**config.mk**
```make
export PLATFORM = sky130hd
export DESIGN_NAME = input_capture_channel
export DESIGN_NICKNAME = d
export VERILOG_FILES = /design/src/core/icc_pkg.sv /design/src/core/icc_fifo_if.sv /design/src/core/icc_fifo.sv /design/src/core/input_capture_channel.sv
export VERILOG_INCLUDE_DIRS = /design/src /design/src/core
export SDC_FILE = /design/constraint.sdc
export NUM_CORES = 1
export LEC_CHECK = 0
export BUFFER_PORTS_ARGS = -buffer_cell sky130_fd_sc_hd__buf_2
export CELL_PAD_IN_SITES_DETAIL_PLACEMENT = 1
export CELL_PAD_IN_SITES_GLOBAL_PLACEMENT = 2
export CORE_ASPECT_RATIO = 1.25
export CORE_UTILIZATION = 43
export CTS_BUF_LIST = sky130_fd_sc_hd__clkbuf_4 sky130_fd_sc_hd__clkbuf_8
export DETAILED_ROUTE_END_ITERATION = 16
export PLACE_DENSITY_LB_ADDON = 0.1
export SLEW_MARGIN = 20
export SYNTH_ARGS = -nofsm -noshare
export SYNTH_HDL_FRONTEND = slang
export SYNTH_HIERARCHICAL = 1
export SYNTH_SLANG_ARGS = --single-unit
```
**constraint.sdc**
```tcl
create_clock -name clk -period 4.1 [get_ports clk]
set_input_delay 0.205 -clock clk [delete_from_list [all_inputs] [get_ports clk]]
set_output_delay 0.205 -clock clk [all_outputs]
set_load 0.01 [all_outputs]
```
**src/core/icc_cfg.svh**
```systemverilog
`ifndef ICC_CFG_SVH
`define ICC_CFG_SVH

// Register byte addresses.
`define ICC_ADDR_CTRL     8'h00
`define ICC_ADDR_STAT     8'h04
`define ICC_ADDR_BUF      8'h08
`define ICC_ADDR_IRQSTAT  8'h0C
`define ICC_ADDR_IRQMASK  8'h10

// Control field positions.
`define ICC_CTRL_EN       0
`define ICC_CTRL_MODE_LO  1
`define ICC_CTRL_MODE_HI  3
`define ICC_CTRL_TSEL_LO  4
`define ICC_CTRL_TSEL_HI  5
`define ICC_CTRL_FIRST    6
`define ICC_CTRL_LVL_LO   7
`define ICC_CTRL_LVL_HI   8
`define ICC_CTRL_WAKE     9
`define ICC_CTRL_W        10

// Status and interrupt bit positions.
`define ICC_STAT_NEMPTY   0
`define ICC_STAT_OVF      1
`define ICC_STAT_CNT_LO   2
`define ICC_STAT_CNT_HI   4
`define ICC_IRQ_LEVEL     0
`define ICC_IRQ_EDGE      1
`define ICC_IRQ_OVF       2
`define ICC_IRQ_W         3

// Reset values and prescaler counts.
`define ICC_CTRL_RST      10'h000
`define ICC_MASK_RST      3'h0
`define ICC_DIV4          5'h04
`define ICC_DIV16         5'h10

`endif

```
**src/core/icc_pkg.sv**
```systemverilog
package icc_pkg;

   typedef enum logic [2:0]
   {
      ICC_OFF,
      ICC_FALL,
      ICC_RISE,
      ICC_EVERY,
      ICC_EVERY_FIRST,
      ICC_DIV4_RISE,
      ICC_DIV16_RISE,
      ICC_RSVD
   } icc_mode_e;

   typedef enum logic [1:0]
   {
      ICC_TB_FIRST,
      ICC_TB_SECOND,
      ICC_TB_CASCADE,
      ICC_TB_RSVD
   } icc_tsel_e;

endpackage

```
**src/core/icc_fifo_if.sv**
```systemverilog
`timescale 1ns/1ps

interface icc_fifo_if #(parameter int WIDTH = 32, parameter int CNTW = 3);
   logic             push;
   logic [WIDTH-1:0] pushData;
   logic             pop;
   logic [WIDTH-1:0] headData;
   logic [CNTW-1:0]  count;
   logic             full;
   logic             empty;

   modport owner (input push, input pushData, input pop, output headData, output count, output full, output empty);
   modport user  (output push, output pushData, output pop, input headData, input count, input full, input empty);
endinterface

```
**src/core/icc_fifo.sv**
```systemverilog
`timescale 1ns/1ps

module icc_fifo
#(
   parameter int WIDTH = 32,
   parameter int DEPTH = 4,
   parameter int CNTW  = 3
)
(
   // Clock and reset.
   input wire logic clk,
   input wire logic rst_n,
   // Buffer port.
   icc_fifo_if.owner f
);
   localparam int PW = $clog2(DEPTH);

   logic [WIDTH-1:0] mem [DEPTH];
   logic [PW-1:0]    wrPtr;
   logic [PW-1:0]    rdPtr;
   logic [CNTW-1:0]  count;
   logic             doPush;
   logic             doPop;

   assign doPush     = f.push && (count != CNTW'(DEPTH));
   assign doPop      = f.pop && (count != '0);
   assign f.headData = mem[rdPtr];
   assign f.count    = count;
   assign f.full     = (count == CNTW'(DEPTH));
   assign f.empty    = (count == '0);

   always_ff @(posedge clk)
   begin
      if (doPush)
         mem[wrPtr] <= f.pushData;
   end

   always_ff @(posedge clk or negedge rst_n)
   begin
      if (!rst_n)
      begin
         wrPtr <= '0;
         rdPtr <= '0;
         count <= '0;
      end
      else
      begin
         if (doPush)
            wrPtr <= (wrPtr == PW'(DEPTH - 1)) ? '0 : wrPtr + 1'b1;
         if (doPop)
            rdPtr <= (rdPtr == PW'(DEPTH - 1)) ? '0 : rdPtr + 1'b1;
         if (doPush && !doPop)
            count <= count + 1'b1;
         else if (doPop && !doPush)
            count <= count - 1'b1;
      end
   end
endmodule

```
**src/core/input_capture_channel.sv**
```systemverilog
// The register addresses and the Wishbone slave port are this design's own decisions.
`timescale 1ns/1ps
`include "icc_cfg.svh"

// How it works
// (RQ1) Qualifying event latches selected time base count.
// (RQ2) Falling mode captures every high-to-low edge.
// (RQ3) Rising mode captures every low-to-high edge.
// (RQ4) Every-edge mode captures both edge polarities.
// (RQ5) Every-edge mode with software-chosen first edge.
// (RQ6) Divide-by-four captures every fourth rising edge.
// (RQ7) Divide-by-sixteen captures every sixteenth rising edge.
// (RQ8) Select one of two 16-bit timers.
// (RQ9) Cascade mode captures joined 32-bit count.
// (RQ10) Timer clock source internal or external works.
// (RQ11) Pin event wakes device from Sleep/Idle.
// (RQ12) Capture events can raise an interrupt.
// (RQ13) Four-entry first-in first-out capture buffer.
// (RQ14) Interrupt after one to four entries.
// (RQ15) Pin edges serve as external interrupt.
// (RQ16) Buffer reads oldest first, pop, not-empty status.
// (RQ17) Synchronise input; full buffer sets overflow flag.
module input_capture_channel
   import icc_pkg::*;
#(
   parameter int TW    = 16,
   parameter int DEPTH = 4
)
(
   // Clock and reset.
   input  wire logic          clk,
   input  wire logic          rst_n,
   // Wishbone slave.
   input  wire logic          wb_cyc_i,
   input  wire logic          wb_stb_i,
   input  wire logic          wb_we_i,
   input  wire logic [7:0]    wb_adr_i,
   input  wire logic [3:0]    wb_sel_i,
   input  wire logic [31:0]   wb_dat_i,
   output logic      [31:0]   wb_dat_o,
   output logic               wb_ack_o,
   output logic               wb_err_o,
   // Pin and time bases.
   input  wire logic          capture_input_pin,
   input  wire logic [TW-1:0] first_time_base_timer,
   input  wire logic [TW-1:0] second_time_base_timer,
   input  wire logic          lowPowerState,
   // Events out.
   output logic               irq,
   output logic               wakeReq
);
   localparam int CW = 2 * TW;
   localparam int NW = $clog2(DEPTH + 1);

   // Each register takes one word of the map. CTRL at 0x00 holds enable, mode,
   // time base select, first-edge polarity, interrupt level and wake enable.
   // STAT at 0x04 is read only and shows not-empty, overflow and the entry count.
   // BUF at 0x08 pops the oldest capture on every read; an empty buffer reads zero.
   // IRQSTAT at 0x0C is write-one-to-clear and IRQMASK at 0x10 shares its layout.
   // A hardware set always beats a software clear in the same cycle, so no event
   // is lost while software acknowledges an older one.

   //**********************************************************************
   // Control registers
   //**********************************************************************
   logic [`ICC_CTRL_W-1:0] ctrl;
   logic [`ICC_IRQ_W-1:0]  irqStat;
   logic [`ICC_IRQ_W-1:0]  irqMask;
   logic                   ovf;
   icc_mode_e              mode;
   icc_tsel_e              tsel;
   logic [1:0]             lvl;
   logic                   enable;

   // Every mode and time base code is decoded, so the casts below never leave
   // their enums. The reserved mode behaves as off and the reserved time base
   // select behaves as cascade.
   assign enable = ctrl[`ICC_CTRL_EN];
   assign mode   = icc_mode_e'(ctrl[`ICC_CTRL_MODE_HI:`ICC_CTRL_MODE_LO]);
   assign tsel   = icc_tsel_e'(ctrl[`ICC_CTRL_TSEL_HI:`ICC_CTRL_TSEL_LO]);
   assign lvl    = ctrl[`ICC_CTRL_LVL_HI:`ICC_CTRL_LVL_LO];

   // Byte-lane write merge for the low half of a register.
   function automatic logic [15:0] laneMerge(input logic [15:0] old, input logic [31:0] d, input logic [3:0] s);
      laneMerge = {s[1] ? d[15:8] : old[15:8], s[0] ? d[7:0] : old[7:0]};
   endfunction

   //**********************************************************************
   // Bus decode
   //**********************************************************************
   logic req;
   logic wrCtrl;
   logic wrIrqStat;
   logic wrMask;
   logic rdBuf;
   logic mapped;
   logic [15:0] wrWord;

   // Every access is answered on the edge after it is taken, and the answer
   // itself blocks a second take, so a master holding its strobe sees exactly
   // one access per acknowledge. Unmapped addresses get an error and change
   // nothing.
   assign req       = wb_cyc_i && wb_stb_i && !wb_ack_o && !wb_err_o;
   assign mapped    = (wb_adr_i == `ICC_ADDR_CTRL) || (wb_adr_i == `ICC_ADDR_STAT) || (wb_adr_i == `ICC_ADDR_BUF)
                      || (wb_adr_i == `ICC_ADDR_IRQSTAT) || (wb_adr_i == `ICC_ADDR_IRQMASK);
   assign wrCtrl    = req && wb_we_i && (wb_adr_i == `ICC_ADDR_CTRL);
   assign wrIrqStat = req && wb_we_i && (wb_adr_i == `ICC_ADDR_IRQSTAT) && wb_sel_i[0];
   assign wrMask    = req && wb_we_i && (wb_adr_i == `ICC_ADDR_IRQMASK) && wb_sel_i[0];
   assign rdBuf     = req && !wb_we_i && (wb_adr_i == `ICC_ADDR_BUF);
   assign wrWord    = laneMerge({6'h00, ctrl}, wb_dat_i, wb_sel_i);

   //**********************************************************************
   // Input synchroniser and edge detection
   //**********************************************************************
   logic pinMeta;
   logic pinSync;
   logic pinLast;
   logic riseEdge;
   logic fallEdge;
   logic anyEdge;

   // Two flops guard against metastability on the asynchronous pin; the third
   // holds the previous settled level for edge detection. Every flop resets low,
   // which matches the idle level of the pin, so no false edge follows reset.
   always_ff @(posedge clk or negedge rst_n)
   begin
      if (!rst_n)
      begin
         pinMeta <= 1'b0;
         pinSync <= 1'b0;
         pinLast <= 1'b0;
      end
      else
      begin
         pinMeta <= capture_input_pin; // RQ17
         pinSync <= pinMeta;
         pinLast <= pinSync;
      end
   end

   assign riseEdge = pinSync && !pinLast;
   assign fallEdge = !pinSync && pinLast;
   assign anyEdge  = riseEdge || fallEdge;

   //**********************************************************************
   // Event qualification
   //**********************************************************************
   // The first-edge gate re-arms on every mode write so software can restart
   // a pulse measurement with a known polarity.
   logic       firstSeen;
   logic [4:0] preCnt;
   logic [4:0] preDiv;
   logic       capEvent;

   // True for the two modes that count rising edges before capturing.
   function automatic logic isPrescaled(input icc_mode_e m);
      isPrescaled = (m == ICC_DIV4_RISE) || (m == ICC_DIV16_RISE);
   endfunction

   // The prescaler counts rising edges only while a prescaled mode is active.
   // It restarts from zero on every control write, so the first capture after
   // a mode change comes on the fourth or sixteenth edge seen after that write.
   assign preDiv = (mode == ICC_DIV16_RISE) ? `ICC_DIV16 : `ICC_DIV4;

   always_comb
   begin
      capEvent = 1'b0;
      unique case (mode)
         ICC_FALL:        capEvent = fallEdge; // RQ2
         ICC_RISE:        capEvent = riseEdge; // RQ3
         ICC_EVERY:       capEvent = anyEdge; // RQ4
         ICC_EVERY_FIRST: capEvent = firstSeen ? anyEdge
                                     : (ctrl[`ICC_CTRL_FIRST] ? riseEdge : fallEdge); // RQ5
         ICC_DIV4_RISE,
         ICC_DIV16_RISE:  capEvent = riseEdge && (preCnt == preDiv - 5'h01); // RQ6 RQ7
         ICC_OFF,
         ICC_RSVD:        capEvent = 1'b0;
      endcase
      capEvent = capEvent && enable;
   end

   always_ff @(posedge clk or negedge rst_n)
   begin
      if (!rst_n)
         firstSeen <= 1'b0;
      else if (wrCtrl || !enable)
         firstSeen <= 1'b0;
      else if (mode == ICC_EVERY_FIRST && capEvent)
         firstSeen <= 1'b1; // RQ5
   end

   always_ff @(posedge clk or negedge rst_n)
   begin
      if (!rst_n)
         preCnt <= 5'h00;
      else if (wrCtrl || !enable)
         preCnt <= 5'h00;
      else if (riseEdge && isPrescaled(mode))
         preCnt <= capEvent ? 5'h00 : preCnt + 5'h01; // RQ6 RQ7
   end

   //**********************************************************************
   // Time base selection and capture buffer
   //**********************************************************************
   // Timers arrive as counts in this clock domain, so their own clock source
   // (internal or external) does not matter here.
   logic [CW-1:0] stamp;

   always_comb
   begin
      unique case (tsel)
         ICC_TB_FIRST:   stamp = {{TW{1'b0}}, first_time_base_timer}; // RQ8 RQ10
         ICC_TB_SECOND:  stamp = {{TW{1'b0}}, second_time_base_timer}; // RQ8
         ICC_TB_CASCADE,
         ICC_TB_RSVD:    stamp = {second_time_base_timer, first_time_base_timer}; // RQ9
      endcase
   end

   // The buffer stores full 32-bit stamps even for a 16-bit time base, so a
   // switch to cascade mode never needs a second layout. Its count is one bit
   // wider than the pointers so that full and empty stay distinct and the
   // count can be shown directly in the status register.
   icc_fifo_if #(.WIDTH(CW), .CNTW(NW)) fif ();

   assign fif.push     = capEvent; // RQ1
   assign fif.pushData = stamp;
   assign fif.pop      = rdBuf; // RQ16

   icc_fifo #(.WIDTH(CW), .DEPTH(DEPTH), .CNTW(NW)) u_fifo
   (
      .clk   (clk),
      .rst_n (rst_n),
      .f     (fif.owner)
   ); // RQ13

   // A capture that meets a full buffer is dropped, never written over the
   // oldest entry, and the overflow flag records the loss until software
   // clears it through the interrupt status register. The set wins over a
   // clear in the same cycle.
   always_ff @(posedge clk or negedge rst_n)
   begin
      if (!rst_n)
         ovf <= 1'b0;
      else if (capEvent && fif.full)
         ovf <= 1'b1; // RQ17
      else if (wrIrqStat && wb_dat_i[`ICC_IRQ_OVF])
         ovf <= 1'b0;
   end

   //**********************************************************************
   // Interrupt status
   //**********************************************************************
   logic [`ICC_IRQ_W-1:0] irqSet;
   logic                  levelHit;

   // The level bit fires when a push brings the entry count to the programmed
   // level plus one. The edge bit turns every pin edge into an external
   // interrupt source while the channel is enabled, whatever the capture mode
   // is, so the pin can be used for interrupts alone.
   assign levelHit = capEvent && !fif.full && (fif.count == NW'(lvl)); // RQ14
   assign irqSet   = {capEvent && fif.full, enable && anyEdge, levelHit}; // RQ12 RQ15

   // Ones written clear their bits, but an event in the same cycle sets its
   // bit again, so software never loses an event while acknowledging.
   always_ff @(posedge clk or negedge rst_n)
   begin
      if (!rst_n)
         irqStat <= '0;
      else if (wrIrqStat)
         irqStat <= (irqStat & ~wb_dat_i[`ICC_IRQ_W-1:0]) | irqSet;
      else
         irqStat <= irqStat | irqSet;
   end

   always_ff @(posedge clk or negedge rst_n)
   begin
      if (!rst_n)
         irqMask <= `ICC_MASK_RST;
      else if (wrMask)
         irqMask <= wb_dat_i[`ICC_IRQ_W-1:0];
   end

   always_ff @(posedge clk or negedge rst_n)
   begin
      if (!rst_n)
         ctrl <= `ICC_CTRL_RST;
      else if (wrCtrl)
         ctrl <= wrWord[`ICC_CTRL_W-1:0];
   end

   // Both event outputs are registered so they come straight from flops, at
   // the cost of one cycle of latency. The wake request is a single-cycle
   // pulse; the power controller has to latch it.
   always_ff @(posedge clk or negedge rst_n)
   begin
      if (!rst_n)
      begin
         irq     <= 1'b0;
         wakeReq <= 1'b0;
      end
      else
      begin
         irq     <= |(irqStat & irqMask); // RQ12
         wakeReq <= ctrl[`ICC_CTRL_WAKE] && lowPowerState && enable && anyEdge; // RQ11
      end
   end

   //**********************************************************************
   // Bus answer
   //**********************************************************************
   // Read data is driven only together with the acknowledge and is zero at all
   // other times, so a shared read bus can simply OR the slaves together.
   logic [31:0] rdData;

   always_comb
   begin
      rdData = 32'h0000_0000;
      unique case (wb_adr_i)
         `ICC_ADDR_CTRL:    rdData[`ICC_CTRL_W-1:0] = ctrl;
         `ICC_ADDR_STAT:    rdData[`ICC_STAT_CNT_HI:0] = {fif.count, ovf, !fif.empty}; // RQ16
         `ICC_ADDR_BUF:     rdData = fif.empty ? 32'h0000_0000 : 32'(fif.headData);
         `ICC_ADDR_IRQSTAT: rdData[`ICC_IRQ_W-1:0] = irqStat;
         `ICC_ADDR_IRQMASK: rdData[`ICC_IRQ_W-1:0] = irqMask;
         default:           rdData = 32'h0000_0000;
      endcase
   end

   always_ff @(posedge clk or negedge rst_n)
   begin
      if (!rst_n)
      begin
         wb_ack_o <= 1'b0;
         wb_err_o <= 1'b0;
         wb_dat_o <= 32'h0000_0000;
      end
      else
      begin
         wb_ack_o <= req && mapped;
         wb_err_o <= req && !mapped;
         wb_dat_o <= (req && mapped && !wb_we_i) ? rdData : 32'h0000_0000;
      end
   end
endmodule

```
# Word-level counts from Yosys, hierarchy flattened
# Memories as Yosys holds them, arrays and structs flattened.
# Index checks and enable logic that the tools add are counted.
# totals
mem_count	1
regBits	69
mem_bits_rw	128
wordCells	140
# op_classes
mux	25
add_sub_neg	6
n_eq_ne	20
n_bitwise	5
reduce_logical	65
# memory_table
memory	words	width	rd	rd_clocked_by_memory_dff	write_ports	line	text
u_fifo.mem	4	32	1	0	1	icc_fifo.sv:18	logic [WIDTH-1:0] mem [DEPTH];
# op_table
cell	n
$pmux 32 s3	1
$mux 32	2
$logic_and 1x1->1	32
$mux 22	1
$mux 5	4
$eq 8x4->1 const B	2
$eq 3x3->1 const B	5
$pmux 3 s5	1
$logic_not 1->1	11
$pmux 5 s2	1
$mux 3	3
$eq 2x2->1 const B	4
$eq 8x3->1 const B	1
$eq 8x5->1 const B	1
$logic_not 8->1	1
$mux 1	8
$reduce_bool 2->1	4
$logic_or 1x1->1	7
$and 3x3->3	2
$eq 3x2->1 const B	2
$logic_not 3->1	2
$or 3x3->3	2
$pmux 1 s6	1
$pmux 2 s3	1
17 further kinds	22

# Logic depth before layout (Yosys ltp)
# Gate-level depths: netlist of the first run.
# depth
depth_word	12
ltp_mapped	13
mapped_depth_nobuf	13

# Modules after synthesis
# The synthesis of the first run kept the hierarchy.
# by_module_without_submodules
module	cells_each	seq_area_each_um2	area_each_um2	n_inst
icc_fifo	205	4018.9	5084.9	1
input_capture_channel	258	1551.5	2959.1	1

# Least setup slack after synthesis of the first run
# OpenSTA, ideal clock, no wires.
# synth_timing
kind	register -> register
startpoint	register pinSync
endpoint	memory u_fifo.mem[3][0] (enable)
path_stages_with_launch	9
n_path_buf	0
t_arrival_ns	3.081
path_slack_ns	0.598
synth_period_minus_slack_ns	3.502
cell_sequence	dfrtp_1 inv_1 ha_1 and2_1 a2111oi_0 a311oi_2 nor2_1 nand2_1 nor2_1
# synth_via
elab_chain_cells	9
word_cells_on_any_way	12
cone_classes	mux: 5; reduce/logical: 7
# synth_lines
element	line	text
start, declared	input_capture_channel.sv:116	logic pinSync;
start signal, assigned	input_capture_channel.sv:136	pinSync <= pinMeta;
$logic_not 1->1	input_capture_channel.sv:142	assign fallEdge = !pinSync && pinLast;
$logic_and 1x1->1	input_capture_channel.sv:142	
$mux 1 or $logic_or 1x1->1 (tied branches)	input_capture_channel.sv:173, input_capture_channel.sv:143	
$mux 1	input_capture_channel.sv:172	ICC_EVERY_FIRST: capEvent = firstSeen ? anyEdge
$pmux 1 s6 (*)	input_capture_channel.sv:168	unique case (mode)
$logic_and 1x1->1 (*)	input_capture_channel.sv:179	capEvent = capEvent && enable;
named net capEvent	input_capture_channel.sv:153	logic capEvent;
$logic_and 1x1->1 (*)	icc_fifo.sv:25	assign doPush = f.push && (count != CNTW'(DEPTH));
$mux 1 (*)	icc_fifo.sv:34	if (doPush)
$mux 1 (implied by the code) (*)	icc_fifo.sv:35	mem[wrPtr] <= f.pushData;
end, declared	icc_fifo.sv:18	
# The timed path passes the listed nets; every way through them passes the cells marked *.

# Final worst setup path of the first run
# layout_timing
startpoint	register pinSync
endpoint	register u_fifo.count[2] (netlist: u_fifo/f.count[2])
# layout_via
elab_chain_cells	10
word_cells_on_any_way	15
cone_classes	mux: 4; reduce/logical: 11
# layout_lines
element	line	text
$logic_not 1->1	input_capture_channel.sv:142	
$logic_and 1x1->1	input_capture_channel.sv:142	
$mux 1 or $logic_or 1x1->1 (tied branches)	input_capture_channel.sv:173, input_capture_channel.sv:143	
$mux 1	input_capture_channel.sv:172	
$pmux 1 s6 (*)	input_capture_channel.sv:168	
$logic_and 1x1->1 (*)	input_capture_channel.sv:179	
named net capEvent	input_capture_channel.sv:153	
$logic_and 1x1->1 (*)	icc_fifo.sv:25	
named net u_fifo.doPush	icc_fifo.sv:22	logic doPush;
$logic_not 1->1	icc_fifo.sv:54	else if (doPop && !doPush)
$logic_and 1x1->1	icc_fifo.sv:54	
$reduce_bool 2->1 (no line)	n/a	
end signal, assigned	icc_fifo.sv:53	count <= count + 1'b1;
end signal, assigned	icc_fifo.sv:55	count <= count - 1'b1;
end, declared	icc_fifo.sv:21	logic [CNTW-1:0] count;
# Marked as above.
# A chain may end at the register's enable or synchronous reset.

==> results of run 1 <==
[cell type report]
cell class                 instances  area, um^2
clock buffer                      22         290
clock inverter                    10         114
fill                            1763        8920
inverter                           8        30.0
multi-input combinational        238        2350
sequential                       197        5570
tap                              228         285
timing repair buffer             116         673
[worst max-delay path, cell delays in order (launching register included)]
cell       delay (ns)
dfrtp_1          0.38
inv_1            0.05
ha_1             0.33
and2_1           0.15
a2111oi_0        0.48
a311oi_2         0.14
nor2_1           0.12
buf_4            0.16
nor2b_4          0.23
ha_1             0.21
inv_1            0.06
fa_1             0.37
xor2_1           0.15
nor2_1           0.11
xor2_1           0.14
[per-stage QoR]
stage,hold WS [ns],util (%),total power [uW],cell area [um^2],worst slack (ns)
floorplan,-0.0906,-,2190,8040,0.598
global placement,0.319,48.1,2240,8770,0.997
detailed placement,0.325,48.1,2240,8770,0.939
CTS,0.0572,51.1,3520,9310,0.907
global route,0.0745,51.1,3590,9310,0.642
finish,0.0869,51.1,3470,9310,0.959
[final timing paths]
check                                         end  startpoint  depth (start not counted)
worst max-delay path            u_fifo/f.count[2]     pinSync                         14
worst min-delay path                     wb_err_o    wb_cyc_i                          3
worst max register to register  u_fifo/f.count[2]     pinSync                         14
worst min register to register            pinSync     pinMeta                          0
max in group asynchronous         u_fifo/rdPtr[0]       rst_n                          2
min in group asynchronous               preCnt[4]       rst_n                          2
[sequential cells by signal, summed over array words and instances (netlist names)]
| register | cells |
|---|---|
| u_fifo/mem | 128 |
| wb_dat_o | 32 |
| ctrl | 10 |
| preCnt | 5 |
| irqMask | 3 |
| irqStat | 3 |
| u_fifo/f.count | 3 |
| u_fifo/rdPtr | 2 |
| u_fifo/wrPtr | 2 |
| firstSeen | 1 |
| irq | 1 |
| ovf | 1 |
| pinLast | 1 |
| pinMeta | 1 |
| pinSync | 1 |
| wakeReq | 1 |
| wb_ack_o | 1 |
| wb_err_o | 1 |
[synthesized netlist by cell type (2+ instances only)]
cell type  instances  area share (%)
clkbuf_1          10            0.47
and3_1             4            0.31
nand2b_1           4            0.31
xor2_1             4            0.44
nand4_1            4            0.31
mux2_1             2            0.28
a22oi_1            3            0.28
o21ai_0            4            0.25
edfxtp_1         128              48
nand2_1            9            0.42
buf_2              6            0.37
and2_1            42             3.3
a21o_1             2            0.19
a21oi_1           10            0.62
o211ai_1           3            0.28
nand3_1            6            0.37
xnor2_1            2            0.22
nor2b_1            7            0.54
or2_2              3            0.23
mux2_4             2            0.37
ha_1               9             1.4
nor2_1            13            0.61
buf_6              4            0.56
a22o_1            10             1.1
mux4_2            32             9.0
mux2_2            31             4.3
dfrtp_1           69              21
nor3_1             7            0.44
inv_1              8            0.37
mux2i_1            2            0.25
[where the power goes]
part           switching [uW]  internal (uW)  total (uW)  leakage, uW
sequential               3.99           2110        2110      0.00226
clock                     700            563        1260     0.000203
combinational            51.5           43.1        94.6      0.00137
[cell families after synthesis]
logic type      after synthesis  synth area share, %
simple gates                110                 8.27
mux                          69                 14.2
compound gates               43                 4.20
flops                       197                 69.2
fa+ha+maj                    10                 1.65
xor+xnor                      6                0.653
buf+inv                      28                 1.77
[routing by layer]
metal | track usage (%) | wire (um) | vias up
met5 | 0 | 0 | -
met4 | 6.71 | 253 | 0
met3 | 3.95 | 601 | 17
met2 | 33.8 | 9150 | 99
met1 | 23.0 | 7270 | 2281
li1 | - | - | 1998
[timing repair]
item / in CTS / in global routing
hold buffers: 14 / 0
gates resized for setup: 0 / 0
setup endpoints to repair: 0 / 0
hold endpoints to repair: 84 / 0
==> summary.txt, run 1 <==
Clock tree
  • CTS tree: yes
  • Num CTS Buffers: 17
  • Clock Path Buffers: 2
  • Setup bufs post-CTS: 0
  • Skew-Pair Late Insertion Delay: 0.46 ns
  • Clk root buf: clkbuf_8
  • Clock slew at reported path FFs: 0.10 ns
  • H-Tree Depth: 4
  • TritonCTS Sinks: 197

Yosys
  • Number of synthesized flops with an enable pin: 128
  • FF+latch count, synth: 197
  • Yosys cell types: 53
  • Asr flop ratio synth: 35.0%
  • Syn_nets: 556
  • Cells after Synth: 463
  • Mapped Area: 0.00804 mm^2
  • Avg Cell Area, Syn: 17.4 um^2
  • Main synth FF type: edfxtp_1
  • Sequential share of the synthesized area: 69.2%
  • Synth Warn #: 6

Run status
  • Outcome: finished clean

Finish
  • Finished Layout Cells: 819
  • # diodes: 0
  • Fraction of layout cells with a size suffix above 1: 36.7%
  • Fin nets: 671
  • Most common cell after layout, fill and taps aside: edfxtp_1
  • Area added between synthesis and finish: 15.8%
  • Commonest non-fill, non-tap cells in the layout: 128 x edfxtp_1, 93 x buf_2, 68 x dfrtp_1, 39 x and2_1, 32 x mux4_2

Routing
  • Antenna-violating nets left: 0
  • DRT Pass-1 Iters: 5
  • Wirelength per Cell: 21.1 um
  • Vias/cell: 5.37
  • Drt drc: 0
  • DRT Wirelength: 17300 um
  • DRT iter0 DRCs: 174
  • Vias: 4395

Placement
  • Placed Cells incl. Taps: 773
  • Port bufs: 94
  • Dpl hpwl: 11000 um
  • GP Congestion: 0.732

STA
  • Setup_tns: 0 ns
  • Final period utilization: 76.6%
  • Final Max Slew Viols: 0
  • # setup viols final: 0
  • Post-route minimum period: 3.14 ns
  • Clock Skews: 0.0113 ns
  • Final hold violations: 0
  • Least-Margin Pin Slew: 1.06 ns
  • Max frequency: 318 MHz
  • RSZ-0062 raised after global routing: no
  • Relative slew slack: 29.0%

Global routing
  • Tot GR Track Use: 19.1%
  • First-pass GRT wire length: 27200 um
  • Vias in the first global route: 4788
  • Grt ovf: 0
  • Initial antenna violation count: 1
  • Largest net degree at the start of global routing: 70

Power
  • Worst vdd rail ir drop: 0.211 mV
  • Lkg Pwr: 0.00383 uW
  • Pwr Density: 373 mW/mm^2

Worst setup path
  • Setup crit end kind: register
  • Startpoint Class: register
  • Worst reg-to-reg setup slack: 0.96 ns
  • Critical path data required time: 4.49 ns
  • WP data arrival: 3.53 ns
  • Crit-path max FO: 7
  • Crit Path Category: reg2reg

Floorplan
  • Height of the die: 155 um
  • Area of the die: 0.0193 mm^2
  • Die Wd: 124 um
  • # rows: 55
  • Initial Util: 44.1%
  • Io pins: 119
  • Core area: 0.0182 mm^2

Min path
  • Hold Crit Class: in2reg

Flow run
  • Max-Cap Viols: 0
(Power assumes the default switching activity.)
==> run 2: changes to the inputs <==
--- a/config.mk
+++ b/config.mk
@@ -10,7 +10,7 @@
 export CELL_PAD_IN_SITES_DETAIL_PLACEMENT = 1
 export CELL_PAD_IN_SITES_GLOBAL_PLACEMENT = 2
 export CORE_ASPECT_RATIO = 1.25
-export CORE_UTILIZATION = 43
+export CORE_UTILIZATION = 39
 export CTS_BUF_LIST = sky130_fd_sc_hd__clkbuf_4 sky130_fd_sc_hd__clkbuf_8
 export DETAILED_ROUTE_END_ITERATION = 16
 export PLACE_DENSITY_LB_ADDON = 0.1
==> constraint.sdc (replaced) <==
create_clock -name clk -period 2.6 [get_ports clk]
set_input_delay 0.13 -clock clk [delete_from_list [all_inputs] [get_ports clk]]
set_output_delay 0.13 -clock clk [all_outputs]
set_load 0.01 [all_outputs]
==> run 2 against run 1 <==
Setup slack got worse by 0.91 ns. Register-to-register slack got worse by 0.91 ns. Cell area rose by 5.7%. First-iteration DRC count rose by 9.8%. Critical endpoint unchanged. Global-route usage fell by 0.28 points. Clock power rose by 63%. Die area rose by 10%. Maximum frequency rose by 23%.
==> summary.txt, run 2 (same netlist as run 1, synthesis figures left out) <==
Floorplan
  • Height of the die: 163 um (+4.9%)
  • Io pins: 119 (unchanged)
  • Core area: 0.0202 mm^2 (+11%)
  • Initial Util: 39.9% (-4.2 points)
  • Die Wd: 130 um (+4.9%)
  • Area of the die: 0.0212 mm^2 (+10%)
  • # rows: 58 (+5.5%)

Placement
  • GP Congestion: 0.770 (+5.2%)
  • Dpl hpwl: 12500 um (+13%)
  • Port bufs: 94 (unchanged)
  • Pre-CTS setup slack: -0.0545 ns (-0.993 ns)
  • Post-DP Area: 0.00914 mm^2 (+4.3%)

STA
  • Post-route minimum period: 2.55 ns (-0.591 ns)
  • Clock Skews: 0.0145 ns (+0.00323 ns)
  • Least-Margin Pin Slew: 0.825 ns (-0.239 ns)
  • Hold Slack: 0.0374 ns (-0.0495 ns)
  • Relative slew slack: 45.0% (+16 points)
  • # setup viols final: 0 (unchanged)
  • Setup WS post-layout: 0.0508 ns (-0.909 ns)
  • Final period utilization: 98.0% (+21 points)
  • RSZ-0062 raised after global routing: yes
  • Final hold violations: 0 (unchanged)
  • Final Max Slew Viols: 0 (unchanged)
  • Max frequency: 392 MHz (+23%)

Routing
  • Wirelength per Cell: 20.5 um (-2.8%)
  • DRT iter0 DRCs: 191 (+9.8%)
  • Antenna-violating nets left: 0 (unchanged)
  • Drt drc: 0 (unchanged)
  • DRT Wirelength: 18400 um (+6.4%)
  • DRT Pass-1 Iters: 4 (-1)
  • Vias: 4555 (+3.6%)
  • Vias/cell: 5.08 (-5.4%)

Worst setup path
  • WP data arrival: 2.93 ns (-0.60 ns)
  • Crit-path max FO: 3 (-4)
  • Crit Path Category: reg2reg
  • Max incr delay on CP: 0.41 ns (-0.07 ns)
  • Setup crit end kind: register
  • CP max stage cell: dfrtp_1
  • Worst-path cell chain: buf_6 -> ha_4 -> and2_4 -> a2111oi_4 -> a311oi_2 -> nor2_2 -> nor2b_4 -> ha_2 -> inv_2 -> fa_2 -> xor2_1 -> nor2_1 -> xor2_1
  • Startpoint Class: register
  • Critical path data required time: 2.98 ns (-1.51 ns)
  • Crit-path most repeated cell: xor2_1
  • CP delay by family, top: adder cells
  • Worst Path Buf+Inv: 2 (-1)

Clock tree
  • Num CTS Buffers: 17 (unchanged)
  • Clk root buf: clkbuf_8
  • Clock Path Buffers: 2 (unchanged)
  • TritonCTS Sinks: 197 (unchanged)
  • Clock slew at reported path FFs: 0.11 ns (about the same)
  • H-Tree Depth: 4 (unchanged)
  • Skew-Pair Late Insertion Delay: 0.46 ns (about the same)
  • CTS tree: yes

Flow run
  • Max-Cap Viols: 0 (unchanged)

Finish
  • Area added between synthesis and finish: 22.4%
  • Fraction of layout cells with a size suffix above 1: 41.5% (+4.7 points)
  • Fin nets: 707 (+5.4%)
  • Finished Cell Area: 0.00985 mm^2 (+5.7%)
  • Largest regs: u_fifo/mem x128, wb_dat_o x32, ctrl x10
  • Largest Register: u_fifo/mem
  • Commonest non-fill, non-tap cells in the layout: 128 x edfxtp_1, 93 x buf_2, 67 x dfrtp_1, 38 x and2_1, 32 x mux4_2
  • Fill count: 1997 (+13%)
  • Most common cell after layout, fill and taps aside: edfxtp_1
  • Max reg flops: 128 (unchanged)
  • # diodes: 0 (unchanged)

Global routing
  • Vias in the first global route: 5062 (+5.7%)
  • First-pass GRT wire length: 28500 um (+4.8%)
  • Largest net degree at the start of global routing: 48 (-31%)
  • Initial antenna violation count: 1 (unchanged)
  • Tot GR Track Use: 18.8% (-0.28 points)
  • Grt ovf: 0 (unchanged)

Power
  • Pwr Density: 566 mW/mm^2 (+52%)
  • Worst vdd rail ir drop: 0.368 mV (+75%)
  • Lkg Pwr: 0.00404 uW (+5.7%)

Run status
  • Outcome: finished clean

Min path
  • Hold Crit Class: in2reg
run 2: cell types whose count changed in the layout (fill, tap and decap cells not counted), moves of 3 or more:
cell / before / now
buf_4: 9 / 31
ha_1: 9 / 6
buf_12: 0 / 7
dlygate4sd3_1: 14 / 20
clkbuf_8: 20 / 17
run 2: routing by layer:
layer | GRT usage, % | share of wire [%] | up-vias | wire [um]
met4 | 5.64 | 1.4 | 0 | 265
met1 | 23.5 | 43 | 2381 | 7970
met5 | 0 | 0 | - | 0
met2 | 32.9 | 53 | 87 | 9650
met3 | 3.35 | 2.7 | 17 | 489
li1 | - | - | 2070 | -
run 2: metrics by stage:
step | power (uW) | utilization (%) | std cells | setup TNS [ns]
global placement | 3550 | 45.3 | 842 | 0
finish | 5570 | 48.8 | 897 | 0
detailed placement | 3550 | 45.3 | 842 | -0.0856
floorplan | 3450 | - | 463 | -0.163
global route | 5770 | 48.8 | 897 | -0.142
CTS | 5660 | 48.6 | 895 | 0
run 2: what timing repair did:
item                                    in CTS  in global routing
endpoints found under the hold margin       79                  0
buffers inserted                             1                  2
gates resized for setup                      3                  6
endpoints found under the setup margin       2                  2
pin swaps                                    2                  1
hold buffers                                20                  0
run 2: final timing paths:
path | startpoint | to | slack, ns | cells past startpoint
hold reg to reg | pinMeta | pinSync | 0.36 | 0
min in group asynchronous | rst_n | wb_dat_o[8] | 0.24 | 2
max in group asynchronous | rst_n | pinSync | 1.70 | 3
hold / removal | second_time_base_timer[1] | u_fifo/mem[2][17] | 0.04 | 2
setup reg to reg | pinLast | u_fifo/f.count[2] | 0.05 | 13
setup / recovery | pinLast | u_fifo/f.count[2] | 0.05 | 13
run 2: worst reg2reg max path, delay by kind of cell (launching register included):
kind	cells	cell delay [ns]
flops	1	0.41
xor+xnor	2	0.29
compound gates	2	0.31
buf+inv	2	0.16
simple gates	4	0.56
fa+ha+maj	3	0.74
run 2: layout make-up:
cell class	count	area, um^2	area share [%]
clock buffers	18	241	2.45
flip-flops and latches	197	5570	56.6
inverters	8	30.0	0.305
clock inverters	14	188	1.91
well taps	270	338	3.43
multi-input cells	238	2430	24.6
repair buffers	152	1050	10.7
run 2: power breakdown:
| part | switching (uW) | total, uW | internal (uW) | leakage [uW] |
|---|---|---|---|---|
| clock | 1140 | 2060 | 918 | 0.000218 |
| sequential | 5.61 | 3330 | 3330 | 0.00226 |
| combinational | 95.3 | 182 | 86.4 | 0.00157 |
